`config.mk`:
```
export PLATFORM = sky130hd
export DESIGN_NAME = mrb_mode_ctrl
export DESIGN_NICKNAME = d
export VERILOG_FILES = /design/src/verilog/mrb_boot_rom.sv /design/src/verilog/mrb_mode_ctrl.sv
export SDC_FILE = /design/constraint.sdc
export NUM_CORES = 1
export LEC_CHECK = 0
export ABC_CLOCK_PERIOD_IN_PS = 1840
export BUFFER_PORTS_ARGS = -buffer_cell sky130_fd_sc_hd__buf_2
export CORE_MARGIN = 2
export CORE_UTILIZATION = 25
export CTS_BUF_LIST = sky130_fd_sc_hd__clkbuf_4 sky130_fd_sc_hd__clkbuf_8 sky130_fd_sc_hd__clkbuf_16
export DETAILED_ROUTE_END_ITERATION = 10
export PLACE_DENSITY = 0.6
export RECOVER_POWER = 100
export SLEW_MARGIN = 20
export SYNTH_ARGS = -nofsm -noshare
export SYNTH_HDL_FRONTEND = slang
export SYNTH_SLANG_ARGS = --single-unit
```
`constraint.sdc`:
```
create_clock -name i_core_clk -period 1.84 [get_ports i_core_clk]
set_input_delay 0.092 -clock i_core_clk [delete_from_list [all_inputs] [get_ports i_core_clk]]
set_output_delay 0.092 -clock i_core_clk [all_outputs]
set_load 0.02 [all_outputs]
```
`src/verilog/mrb_boot_rom.sv`:
```
// Mode-select package and the small boot ROM array
package mrb_pkg;
    localparam int ADDR_W = 16;
    localparam int DATA_W = 8;
    localparam int ALT_VEC_BIT = 14;
    localparam int ROM_BYTES = 192;
    localparam int ROM_BYTES_MAX = 448;
    localparam int ROM_IDX_W = 8;
    localparam logic [ADDR_W-1:0] ROM_BASE = 16'hbf40;
    localparam logic [ROM_IDX_W-1:0] RESET_VEC_HI_IDX = 8'hbe;
    localparam logic [ROM_IDX_W-1:0] RESET_VEC_LO_IDX = 8'hbf;
    localparam logic RESET_EXPANDED = 1'h0;
    localparam logic RESET_SPECIAL = 1'h0;
    localparam logic RESET_BOOT_EN = 1'h0;
    localparam logic [DATA_W-1:0] ROM_FILL = 8'h00;

    typedef enum logic [1:0] {
        MRB_NORMAL_SINGLE,
        MRB_NORMAL_EXPANDED,
        MRB_SPECIAL_BOOT,
        MRB_SPECIAL_TEST
    } mrb_mode_t;

    function automatic mrb_mode_t mrb_decode(input logic special, input logic expanded);
        mrb_mode_t m;
        m = MRB_NORMAL_SINGLE;
        unique case ({special, expanded})
            2'h0: m = MRB_NORMAL_SINGLE;
            2'h1: m = MRB_NORMAL_EXPANDED;
            2'h2: m = MRB_SPECIAL_BOOT;
            2'h3: m = MRB_SPECIAL_TEST;
        endcase
        return m;
    endfunction
endpackage

`timescale 1ns/1ns
`default_nettype none
module mrb_boot_rom (
    input wire logic i_core_clk,
    input wire logic i_rst_n,
    input wire logic i_rd,
    input wire logic [mrb_pkg::ROM_IDX_W-1:0] i_idx,
    output logic [mrb_pkg::DATA_W-1:0] o_data
);
    import mrb_pkg::*;
    logic [DATA_W-1:0] mem [0:ROM_BYTES-1];
    logic [DATA_W-1:0] data_r;
    logic [DATA_W-1:0] data_nxt;

    // Only the reset vector is fixed; loader code is a separate image
    always_comb begin
        for (int k = 0; k < ROM_BYTES; k++) begin
            mem[k] = ROM_FILL;
        end
        mem[int'(RESET_VEC_HI_IDX)] = ROM_BASE[ADDR_W-1:DATA_W];
        mem[int'(RESET_VEC_LO_IDX)] = ROM_BASE[DATA_W-1:0];
    end

    always_comb begin
        data_nxt = data_r;
        if (i_rd && (int'(i_idx) < ROM_BYTES)) begin
            data_nxt = mem[i_idx];
        end
    end

    always_ff @(posedge i_core_clk) begin
        if (!i_rst_n) begin
            data_r <= ROM_FILL;
        end else begin
            data_r <= data_nxt;
        end
    end

    assign o_data = data_r;
endmodule // mrb_boot_rom
`default_nettype wire

```
`src/verilog/mrb_mode_ctrl.sv`:
```
// Operating-mode latch, boot ROM mapping and alternate vector steering
// Operation
// - Strap A at release sets expanded select
// - Inverted strap B at release sets special
// - Two bits decode into four modes
// - Boot ROM mapped only while enable set
// - Enable resets to one only in bootstrap
// - Enable writable in special, forced zero otherwise
// - Mode bits writable while special is one
// - Special mode fetches vectors from BFxx page
// - Vector fetch in special drives A14 low
// - Bootstrap reset vector comes from boot ROM
// - Boot ROM holds 192 bytes here
// - Firmware stores program in RAM, jumps
`timescale 1ns/1ns
`default_nettype none
module mrb_mode_ctrl (
    input wire logic i_core_clk,
    input wire logic i_rst_n,
    input wire logic i_strap_pin_a,
    input wire logic i_strap_pin_b,
    input wire logic i_wr_en,
    input wire logic i_wr_expanded,
    input wire logic i_wr_special,
    input wire logic i_wr_boot_en,
    input wire logic i_cpu_rd,
    input wire logic i_vector_fetch,
    input wire logic [mrb_pkg::ADDR_W-1:0] i_cpu_addr,
    output logic o_expanded_select_bit,
    output logic o_special_mode_bit,
    output logic o_boot_rom_enable,
    output mrb_pkg::mrb_mode_t o_mode,
    output logic o_strap_loaded,
    output logic [mrb_pkg::ADDR_W-1:0] o_bus_addr,
    output logic o_rom_sel,
    output logic [mrb_pkg::DATA_W-1:0] o_rom_data
);
    import mrb_pkg::*;

    // Straps are asynchronous pins; synchroniser runs through reset
    // so the pin level is already settled when the load edge comes
    localparam int N_STRAP = 2;
    logic [N_STRAP-1:0] pin_raw;
    logic [N_STRAP-1:0] pin_s1;
    logic [N_STRAP-1:0] pin_s2;
    logic pin_a_s2;
    logic pin_b_s2;
    assign pin_raw = {i_strap_pin_b, i_strap_pin_a};
    for (genvar g = 0; g < N_STRAP; g++) begin : g_sync
        always_ff @(posedge i_core_clk) begin
            pin_s1[g] <= pin_raw[g];
            pin_s2[g] <= pin_s1[g];
        end
    end
    assign pin_a_s2 = pin_s2[0];
    assign pin_b_s2 = pin_s2[1];

    logic first_r;
    logic first_nxt;
    logic expanded_r;
    logic expanded_nxt;
    logic special_r;
    logic special_nxt;
    logic boot_en_r;
    logic boot_en_nxt;
    mrb_mode_t strap_mode;

    always_comb begin
        first_nxt = 1'h0;
        expanded_nxt = expanded_r;
        special_nxt = special_r;
        boot_en_nxt = boot_en_r;
        strap_mode = mrb_decode(!pin_b_s2, pin_a_s2);
        if (first_r) begin
            expanded_nxt = pin_a_s2;
            special_nxt = !pin_b_s2;
            boot_en_nxt = (strap_mode == MRB_SPECIAL_BOOT);
        end else if (i_wr_en && special_r) begin
            // Permission follows the bit before this write takes effect
            expanded_nxt = i_wr_expanded;
            special_nxt = i_wr_special;
            boot_en_nxt = i_wr_boot_en;
        end
        if (!first_r && !special_nxt) begin
            boot_en_nxt = 1'h0;
        end
    end

    always_ff @(posedge i_core_clk) begin
        if (!i_rst_n) begin
            first_r <= 1'h1;
            expanded_r <= RESET_EXPANDED;
            special_r <= RESET_SPECIAL;
            boot_en_r <= RESET_BOOT_EN;
        end else begin
            first_r <= first_nxt;
            expanded_r <= expanded_nxt;
            special_r <= special_nxt;
            boot_en_r <= boot_en_nxt;
        end
    end

    // Address path: one registered stage so outputs leave flops
    logic [ADDR_W-1:0] eff_addr;
    logic rom_hit;
    logic [ADDR_W-1:0] bus_addr_r;
    logic [ADDR_W-1:0] bus_addr_nxt;
    logic rom_sel_r;
    logic rom_sel_nxt;
    logic [ADDR_W-1:0] rom_off;

    // Upper bound matters: without it the ROM would alias over C000-FFFF
    function automatic logic in_rom_window(input logic [ADDR_W-1:0] a);
        logic [ADDR_W-1:0] off;
        off = a - ROM_BASE;
        return (a >= ROM_BASE) && (off < ADDR_W'(ROM_BYTES));
    endfunction

    always_comb begin
        eff_addr = i_cpu_addr;
        if (i_vector_fetch && special_r) begin
            eff_addr[ALT_VEC_BIT] = 1'h0;
        end
        rom_off = eff_addr - ROM_BASE;
        rom_hit = i_cpu_rd && boot_en_r && in_rom_window(eff_addr);
        bus_addr_nxt = i_cpu_rd ? eff_addr : bus_addr_r;
        rom_sel_nxt = rom_hit;
    end

    always_ff @(posedge i_core_clk) begin
        if (!i_rst_n) begin
            bus_addr_r <= '0;
            rom_sel_r <= 1'h0;
        end else begin
            bus_addr_r <= bus_addr_nxt;
            rom_sel_r <= rom_sel_nxt;
        end
    end

    mrb_boot_rom u_rom (
        .i_core_clk(i_core_clk),
        .i_rst_n(i_rst_n),
        .i_rd(rom_hit),
        .i_idx(rom_off[ROM_IDX_W-1:0]),
        .o_data(o_rom_data)
    );

    assign o_expanded_select_bit = expanded_r;
    assign o_special_mode_bit = special_r;
    assign o_boot_rom_enable = boot_en_r;
    assign o_mode = mrb_decode(special_r, expanded_r);
    assign o_strap_loaded = !first_r;
    assign o_bus_addr = bus_addr_r;
    assign o_rom_sel = rom_sel_r;
endmodule // mrb_mode_ctrl
`default_nettype wire

```
==> results of run 1 <==
-- worst max-delay path, stage by stage (launching register included) --
cell      delay (ns)
dfxtp_1         0.36
a21boi_0        0.40
o21a_1          0.19
o211ai_1        0.12
nor3_2          0.21
mux2i_1         0.20
-- repair_timing --
item	CTS	global route
buffers inserted	0	0
hold buffers	2	0
endpoints found under the hold margin	2	0
-- stage by stage --
step                      power [mW]  hold WS (ns)  util [%]
after floorplan                0.763         0.120         -
after global placement         0.842         0.197      32.9
after detailed placement       0.844         0.196      32.9
after CTS                       1.20        0.0637      34.5
after global routing            1.24        0.0755      33.5
final                           1.17        0.0733      33.5
-- final timing paths --
path                      startpoint  depth (start not counted)         endpoint  slack [ns]
setup / recovery  o_special_mode_bit                          5  u_rom.o_data[6]        0.29
hold / removal         i_cpu_addr[1]                          3    o_bus_addr[1]        0.07
setup reg to reg  o_special_mode_bit                          5  u_rom.o_data[6]        0.29
hold reg to reg            pin_s1[0]                          0         pin_a_s2        0.33
-- cells by family (layout without fill, tap and decap cells) --
family | after synthesis | after routing | share of synthesized area (%)
fa+ha+maj | 2 | 2 | 2.15
buf+inv | 17 | 69 | 7.83
compound gates | 15 | 15 | 8.69
xor+xnor | 2 | 2 | 1.50
flops | 27 | 27 | 46.4
simple gates | 40 | 40 | 17.1
mux | 19 | 19 | 16.4
-- synthesized netlist by cell type --
master	instances
dfxtp_1	27
mux2i_1	18
nor2_1	18
nand2_1	8
buf_4	7
inv_1	5
a21oi_1	4
clkbuf_1	4
nand2b_1	3
nor3_1	3
o211ai_1	3
a211oi_1	2
a2bb2oi_1	2
ha_1	2
a21boi_0	1
a31oi_1	1
and2_1	1
buf_2	1
mux2_2	1
nand3b_1	1
nand4_1	1
nand4b_1	1
nor3_2	1
nor4_1	1
nor4b_2	1
o21a_1	1
o21ai_0	1
or2b_1	1
xnor2_1	1
xor2_1	1
-- layer usage --
layer | GRT usage [%] | vias to the layer above | part of all wire, %
met3 | 3.06 | 2 | 7.9
met2 | 15.0 | 35 | 45
met5 | 0 | - | 0
met4 | 3.77 | 0 | 0.70
li1 | - | 515 | -
met1 | 13.4 | 434 | 47
-- sequential cells by signal, summed over array words and instances (netlist names) --
| register | flops |
|---|---|
| pin_a_s2 | 1 |
| u_rom.o_data | 2 |
| first_r | 1 |
| o_expanded_select_bit | 1 |
| o_bus_addr | 16 |
| o_boot_rom_enable | 1 |
| o_rom_sel | 1 |
| pin_s1 | 2 |
| pin_b_s2 | 1 |
| o_special_mode_bit | 1 |
-- power groups by stage --
stage          sequential [mW]  clock, mW  combinational [mW]
2_1_floorplan            0.674          0              0.0890
3_3_place_gp             0.643          0               0.199
3_5_place_dp             0.644          0               0.201
4_1_cts                  0.630      0.367               0.204
5_1_grt                  0.636      0.396               0.211
6_report                 0.630      0.350               0.192
-- cell type report --
class	count	area share, %
sequential	27	36.5
clock buffer	4	3.30
timing repair buffer	60	18.4
multi-input combinational	78	36.1
tap	52	4.40
inverter	5	1.27
-- layout by cell type (no fill, tap or decap), types with 2 or more instances in the layout --
cell / count
clkbuf_1: 33
nor3_1: 3
clkbuf_8: 3
mux2i_1: 18
dfxtp_1: 27
nand2b_1: 3
dlygate4sd3_1: 2
ha_1: 2
a2bb2oi_1: 2
a21oi_1: 4
a211oi_1: 2
nand2_1: 8
o211ai_1: 3
inv_1: 5
buf_2: 24
nor2_1: 18
==> results_dict.tcl, run 1 <==
set metrics [dict create \
    nNetsFinal 203 \
    yosys.area.top_type "dfxtp_1" \
    power.share.clock_pct 29.9 \
    drc 0 \
    pre_cts_ws_ns 0.245 \
    grt_pass1_wl_um 4020 \
    vias 986 \
    drv_cap 0 \
    synth.net_count 150 \
    clock_sinks 27 \
    worst_pin_slew_ns 0.936 \
    cp.required_ns 2.04 \
    cp-end-kind "flop" \
    firstDrtPassIters 4 \
    gp_congestion 0.696 \
    seqCellArea_um2 541 \
    htree_num_levels 1 \
    slew_viol_final 0 \
    netlist_area_um2 1170 \
    avgSynthCellArea_um2 9.56 \
    die_h_um 72.3 \
    synth_top_cell_area_share_pct 46.4 \
    grt_max_degree 22 \
    clk_latency_ns 0.27 \
    portBuffers 56 \
    ys_warn_count 0 \
    multiInputGateArea_um2 534 \
    synthToLayoutAreaGrowth_pct 26.8 \
    finalCriticalPeriod_ns 1.55 \
    p_int_mw 0.862 \
    cts_tree "built" \
    drive_gt1_share_pct 18.4 \
    comb_power_share_pct 16.4 \
    vdd_drop_max_mv 0.251 \
    die-area_um2 5230 \
    gr-total-overflow 0 \
    drtIter0Drc 18 \
    cts_buffers 3 \
    place_hpwl_um 2020 \
    grt_antenna_before_repair 0 \
    finalCritPeriodShare_pct 84.1 \
    num_rows 24 \
    finalInstanceArea_um2 1480 \
    wirelength_um 2560 \
    synth-seq-cells 27 \
    hold_violations 0 \
    ioPinCount 57 \
    rsz0062_at_grt "no" \
    grt_pass1_vias 888 \
    synthCells 122 \
    switchingPower_mw 0.311 \
    fin_setup_tns_ns 0 \
    yosysSeqAreaShare_pct 46.4 \
    antenna_cells 0 \
    clk_pin_slew_worst_paths_ns 0.08 \
    worstPathMaxFanout 6 \
    crit_arrival_ns 1.75 \
    p_leak_nw 0.632 \
    critPathKind "flop to flop" \
    synth_area_leaders "dfxtp_1 (46%), mux2i_1 (15%), nor2_1 (5.8%)" \
    final_cells 226 \
    vias_per_cell 4.36 \
    grt_use_total_pct 9.98 \
    cts.path.max_buffers 2 \
    cp-start-kind "flop" \
    cts_resized 0 \
    yosys.cell_types.count 30 \
    antenna_left 0 \
    start_util_pct 26.4 \
    power_density_nw_per_um2 793 \
    p_sw_share_pct 26.5 \
    root_buffer "clkbuf_8" \
    die_x_um 72.3 \
    slew_headroom_pct 37.6 \
    power_frac_seq_pct 53.8 \
    outcome "finished, final reports clean" \
    fill_cells 485 \
    timing.fmax_ghz 0.646 \
    dpl.cell_count 220 \
    postPlaceCellArea_um2 1450 \
    coreArea_um2 4410 \
    setup_violations 0 \
    hold_path.class "primary input to flop" \
    finClkSkew_ns 0.00965 \
    post_drt_wl_per_cell_um 11.3 \
    worst_slack_ns 0.292 \
]
No activity file was read; power rests on OpenSTA's default activity.
==> run 2: changes to the inputs <==
--- a/config.mk
+++ b/config.mk
@@ -5,13 +5,13 @@
 export SDC_FILE = /design/constraint.sdc
 export NUM_CORES = 1
 export LEC_CHECK = 0
-export ABC_CLOCK_PERIOD_IN_PS = 1840
+export ABC_CLOCK_PERIOD_IN_PS = 1300
 export BUFFER_PORTS_ARGS = -buffer_cell sky130_fd_sc_hd__buf_2
 export CORE_MARGIN = 2
 export CORE_UTILIZATION = 25
 export CTS_BUF_LIST = sky130_fd_sc_hd__clkbuf_4 sky130_fd_sc_hd__clkbuf_8 sky130_fd_sc_hd__clkbuf_16
 export DETAILED_ROUTE_END_ITERATION = 10
-export PLACE_DENSITY = 0.6
+export PLACE_DENSITY = 0.61
 export RECOVER_POWER = 100
 export SLEW_MARGIN = 20
 export SYNTH_ARGS = -nofsm -noshare
==> constraint.sdc (replaced) <==
create_clock -name i_core_clk -period 1.3 [get_ports i_core_clk]
set_input_delay 0.065 -clock i_core_clk [delete_from_list [all_inputs] [get_ports i_core_clk]]
set_output_delay 0.065 -clock i_core_clk [all_outputs]
set_load 0.02 [all_outputs]
==> run 2 against run 1 <==
Effect of this change:
- the run now ends with negative setup slack left
- setup slack got worse by 0.30 ns
- largest cell class is now multi-input combinational cells
- cell area grew 2.8%
- worst hold slack got worse by 0.023 ns
- first-iteration DRC count grew 44%
- via count is 2.1% higher
- maximum frequency is 19% higher
==> results_dict.tcl, run 2 (synthesis gave the netlist of run 1 again) <==
set metrics [dict create \
    coreArea_um2 4410 \
    vias_per_cell 4.38 \
    worst_pin_slew_ns 0.956 \
    rsz0062_at_grt "yes" \
    power_frac_seq_pct 54.3 \
    cts_buffers 3 \
    timing.fmax_ghz 0.767 \
    wirelength_um 2610 \
    antenna_cells 0 \
    cp-end-kind "flop" \
    p_leak_nw 0.657 \
    vias 1007 \
    grt_max_degree 22 \
    grt_pass1_wl_um 4310 \
    finClkSkew_ns 0.00143 \
    fin_setup_tns_ns -0.00331 \
    layout_commonest_cell "clkbuf_1" \
    min_to "o_bus_addr[4]" \
    die_h_um 72.3 \
    whs_path_depth 3 \
    post-route-util_pct 34.4 \
    cts_tree "built" \
    cp-start-kind "flop" \
    p_sw_share_pct 26.9 \
    p_int_mw 1.20 \
    post_drt_wl_per_cell_um 11.4 \
    crit_start "o_special_mode_bit" \
    r2r_cells 5 \
    worstReg2RegStart "o_special_mode_bit" \
    grt_pass1_vias 944 \
    use_met2_pct 17.2 \
    vdd_drop_max_mv 0.603 \
    die_x_um 72.3 \
    slew_headroom_pct 36.3 \
    clk_pin_slew_worst_paths_ns 0.09 \
    firstDrtPassIters 4 \
    gr-total-overflow 0 \
    num_rows 24 \
    hold_violations 0 \
    slew_viol_final 0 \
    worst_slack_ns -0.00331 \
    fill_cells 484 \
    antenna_left 0 \
    hp-start "i_cpu_addr[4]" \
    power_density_nw_per_um2 1080 \
    gp_congestion 0.760 \
    cts.path.max_buffers 2 \
    finalCriticalPeriod_ns 1.30 \
    finalInstanceArea_um2 1520 \
    switchingPower_mw 0.442 \
    drive_gt1_share_pct 21.9 \
    setup_violations 1 \
    largest_register_ffs 16 \
    finalCritPeriodShare_pct 100 \
    critPathKind "flop to flop" \
    use_met1_pct 13.1 \
    top_usage_layer "met2" \
    comb_power_share_pct 17.1 \
    die-area_um2 5230 \
    crit_arrival_ns 1.51 \
    drc 0 \
    use_met3_pct 3.19 \
    layout_common_cells "clkbuf_1 (33), dfxtp_1 (25), buf_2 (24), nor2_1 (18), mux2i_1 (18)" \
    drv_cap 0 \
    clock_sinks 27 \
    place_hpwl_um 2000 \
    power.share.clock_pct 28.5 \
    violations "negative setup slack" \
    grt_antenna_before_repair 0 \
    root_buffer "clkbuf_8" \
    postPlaceCellArea_um2 1480 \
    timing.rr.end "u_rom.o_data[6]" \
    htree_num_levels 1 \
    start_util_pct 26.4 \
    power.total_mw 1.65 \
    nNetsFinal 207 \
    synthToLayoutAreaGrowth_pct 30.4 \
    clk_latency_ns 0.27 \
    portBuffers 56 \
    outcome "finished, violations left" \
    cp.required_ns 1.50 \
    drtIter0Drc 26 \
    worstPathMaxFanout 3 \
    ioPinCount 57 \
    grt_use_total_pct 10.3 \
    hold_path.class "primary input to flop" \
    rrSetupSlack_ns -0.003 \
]
[run 2: what timing repair did]
| item | CTS | global route |
|---|---|---|
| hold buffers | 2 | 0 |
| setup endpoints to repair | 2 | 2 |
| pin swaps | 0 | 2 |
| hold endpoints to repair | 2 | 0 |
| buffers inserted | 0 | 1 |
| cloned | 0 | 0 |
| gates resized for setup | 1 | 2 |
[run 2: stage by stage]
stage / setup WS [ns] / std cells / hold WS (ns)
after floorplan: 0.0431 / 122 / 0.0927
after global routing: -0.111 / 230 / 0.0537
after detailed placement: -0.186 / 223 / 0.172
final: -0.00331 / 230 / 0.0499
after CTS: 0.00732 / 229 / 0.0406
after global placement: -0.122 / 223 / 0.170
[run 2: worst max-delay path by stage]
| stage | to | slack (ns) | cells after the start |
|---|---|---|---|
| after floorplan | u_rom.o_data[5] | 0.04 | 7 |
| after global placement | u_rom.o_data[6] | -0.12 | 8 |
| after detailed placement | u_rom.o_data[6] | -0.19 | 8 |
| after CTS | u_rom.o_data[6] | 0.007 | 5 |
| after global routing | u_rom.o_data[5] | -0.11 | 5 |
| final | u_rom.o_data[6] | -0.003 | 5 |
[run 2: layout make-up]
| cell class | instances | area [um2] | area share (%) |
|---|---|---|---|
| inverters | 5 | 18.8 | 1.23 |
| flip-flops and latches | 27 | 543 | 35.7 |
| clock buffers | 3 | 41.3 | 2.72 |
| repair buffers | 64 | 302 | 19.8 |
| well taps | 52 | 65.1 | 4.28 |
| clock inverters | 1 | 5.00 | 0.329 |
| multi-input cells | 78 | 546 | 35.9 |
[run 2: critical path: stages, from the launching register on]
cell and delay [ns]:
dfxtp_2 0.34, a21boi_4 0.15, o21a_1 0.14, o211ai_1 0.13
nor3_2 0.27, mux2i_1 0.21
[run 2: power by group through the flow]
stage	Combinational, mW	Sequential, mW	Clock [mW]
5_1_grt	0.314	0.901	0.533
4_1_cts	0.298	0.892	0.499
3_5_place_dp	0.290	0.911	0
3_3_place_gp	0.288	0.910	0
2_1_floorplan	0.126	0.954	0
6_report	0.282	0.893	0.470
[run 2: layer usage]
metal  share of wire (%)  wire [um]  vias to the layer above
met1                  45       1160                      453
met5                   0          0                        -
met4                0.80         21                        0
met2                  47       1230                       32
li1                    -          -                      520
met3                 7.7        200                        2
==> run 3: changes to the inputs <==
==> constraint.sdc (replaced) <==
create_clock -name i_core_clk -period 1.3 [get_ports i_core_clk]
set_input_delay 0.26 -clock i_core_clk [delete_from_list [all_inputs] [get_ports i_core_clk]]
set_output_delay 0.26 -clock i_core_clk [all_outputs]
set_load 0.02 [all_outputs]
==> run 3 against run 2 <==
Effect of this change:
- the run now ends clean
- setup slack better by 0.013 ns
- maximum frequency up 1.0%
- cell count grew 2.6%
- highest routed layer is now met3
==> results_dict.tcl, run 3 (synthesis gave the netlist of run 1 again) <==
set metrics [dict create \
    timing.fmax_ghz 0.775 \
    firstDrtPassIters 2 \
    finClkSkew_ns 0.00245 \
    grt_antenna_before_repair 0 \
    fin_setup_tns_ns 0 \
    clk_latency_ns 0.27 \
    p_sw_share_pct 27.9 \
    wirelength_um 2710 \
    grt_max_degree 22 \
    nNetsFinal 213 \
    clk_pin_slew_worst_paths_ns 0.10 \
    htree_num_levels 1 \
    cp-start-kind "flop" \
    hold_violations 0 \
    cts_buffers 3 \
    die_h_um 72.3 \
    gr-total-overflow 0 \
    ioPinCount 57 \
    whs_path_depth 1 \
    p_leak_nw 0.717 \
    place_hpwl_um 2090 \
    switchingPower_mw 0.474 \
    portBuffers 56 \
    cts.path.max_buffers 2 \
    layout_commonest_cell "dfxtp_1" \
    pre_cts_ws_ns -0.377 \
    holdBufCountCts 0 \
    largest_register_ffs 16 \
    finalCritPeriodShare_pct 99.3 \
    drv_cap 0 \
    power_density_nw_per_um2 1060 \
    coreArea_um2 4410 \
    antenna_left 0 \
    synthToLayoutAreaGrowth_pct 37.8 \
    vias 1016 \
    cp.required_ns 1.51 \
    crit_arrival_ns 1.50 \
    vdd_drop_max_mv 0.370 \
    drive_gt1_share_pct 32.1 \
    clock_sinks 27 \
    num_rows 24 \
    grt_use_total_pct 10.2 \
    grt_pass1_wl_um 4280 \
    cts_tree "built" \
    critPathKind "flop to flop" \
    outcome "finished, final reports clean" \
    hold_path.class "primary input to flop" \
    slew_viol_final 0 \
    worst_slack_ns 0.00963 \
    die-area_um2 5230 \
    comb_power_share_pct 18.4 \
    layout_common_cells "dfxtp_1 (26), buf_2 (23), clkbuf_1 (23), nor2_1 (18), mux2i_1 (18)" \
    grt_pass1_vias 949 \
    start_util_pct 26.4 \
    rsz0062_at_grt "yes" \
    p_int_mw 1.22 \
    vias_per_cell 4.31 \
    die_x_um 72.3 \
    root_buffer "clkbuf_8" \
    power_frac_seq_pct 52.7 \
    power.share.clock_pct 28.9 \
    r2r_cells 6 \
    drtIter0Drc 13 \
    setup_violations 0 \
    finalCriticalPeriod_ns 1.29 \
    gp_congestion 0.664 \
    drc 0 \
    post_drt_wl_per_cell_um 11.5 \
    worstPathMaxFanout 3 \
    worst_pin_slew_ns 0.534 \
    antenna_cells 0 \
    cp-end-kind "flop" \
    slew_headroom_pct 64.4 \
]
==> run 3: cell type report <==
class,count,area [um2]
Tap cell,52,65.1
Multi-Input combinational cell,78,552
Sequential cell,27,542
Clock inverter,1,7.51
Timing Repair Buffer,70,360
Clock buffer,3,41.3
Fill cell,477,2810
Inverter,5,38.8
==> run 3: per-stage QoR <==
step           utilization [%]  hold WS, ns  total power [mW]  cells  area [um2]
6_report                  36.4       0.0813              1.70    236        1610
4_1_cts                   37.2       0.0708              1.74    236        1640
3_5_place_dp              35.6        0.315              1.23    231        1570
3_3_place_gp              35.6        0.310              1.23    231        1570
5_1_grt                   36.4       0.0575              1.80    236        1610
2_1_floorplan                -        0.288              1.09    122        1200
==> run 3: power by group through the flow <==
stage | logic, mW | clock network, mW | registers [mW]
5_1_grt | 0.342 | 0.556 | 0.899
2_1_floorplan | 0.132 | 0 | 0.954
3_5_place_dp | 0.323 | 0 | 0.911
4_1_cts | 0.328 | 0.518 | 0.892
6_report | 0.312 | 0.491 | 0.893
3_3_place_gp | 0.320 | 0 | 0.910
==> run 3: repair_timing <==
action,CTS,global route
pin swaps,4,0
hold endpoints to repair,0,0
endpoints found under the setup margin,2,3
resized for setup,5,0
buffers inserted,1,0
==> run 3: final timing paths <==
check | start | end | slack, ns
hold / removal | i_strap_pin_a | pin_s1[0] | 0.08
hold reg to reg | pin_s1[0] | pin_a_s2 | 0.34
setup reg to reg | o_special_mode_bit | u_rom.o_data[6] | 0.01
setup / recovery | o_special_mode_bit | u_rom.o_data[6] | 0.01
==> run 3: metal layers <==
metal | wire (um) | track usage (%)
met2 | 1260 | 17.5
met5 | 0 | 0
met4 | 0 | 1.89
met3 | 166 | 1.67
met1 | 1290 | 13.6
==> run 3: worst max-delay path: stages, from the launching register on <==
cell      delay (ns)
dfxtp_2         0.33
a21boi_1        0.12
buf_4           0.14
o21a_1          0.11
o211ai_1        0.11
nor3_2          0.21
mux2i_1         0.20
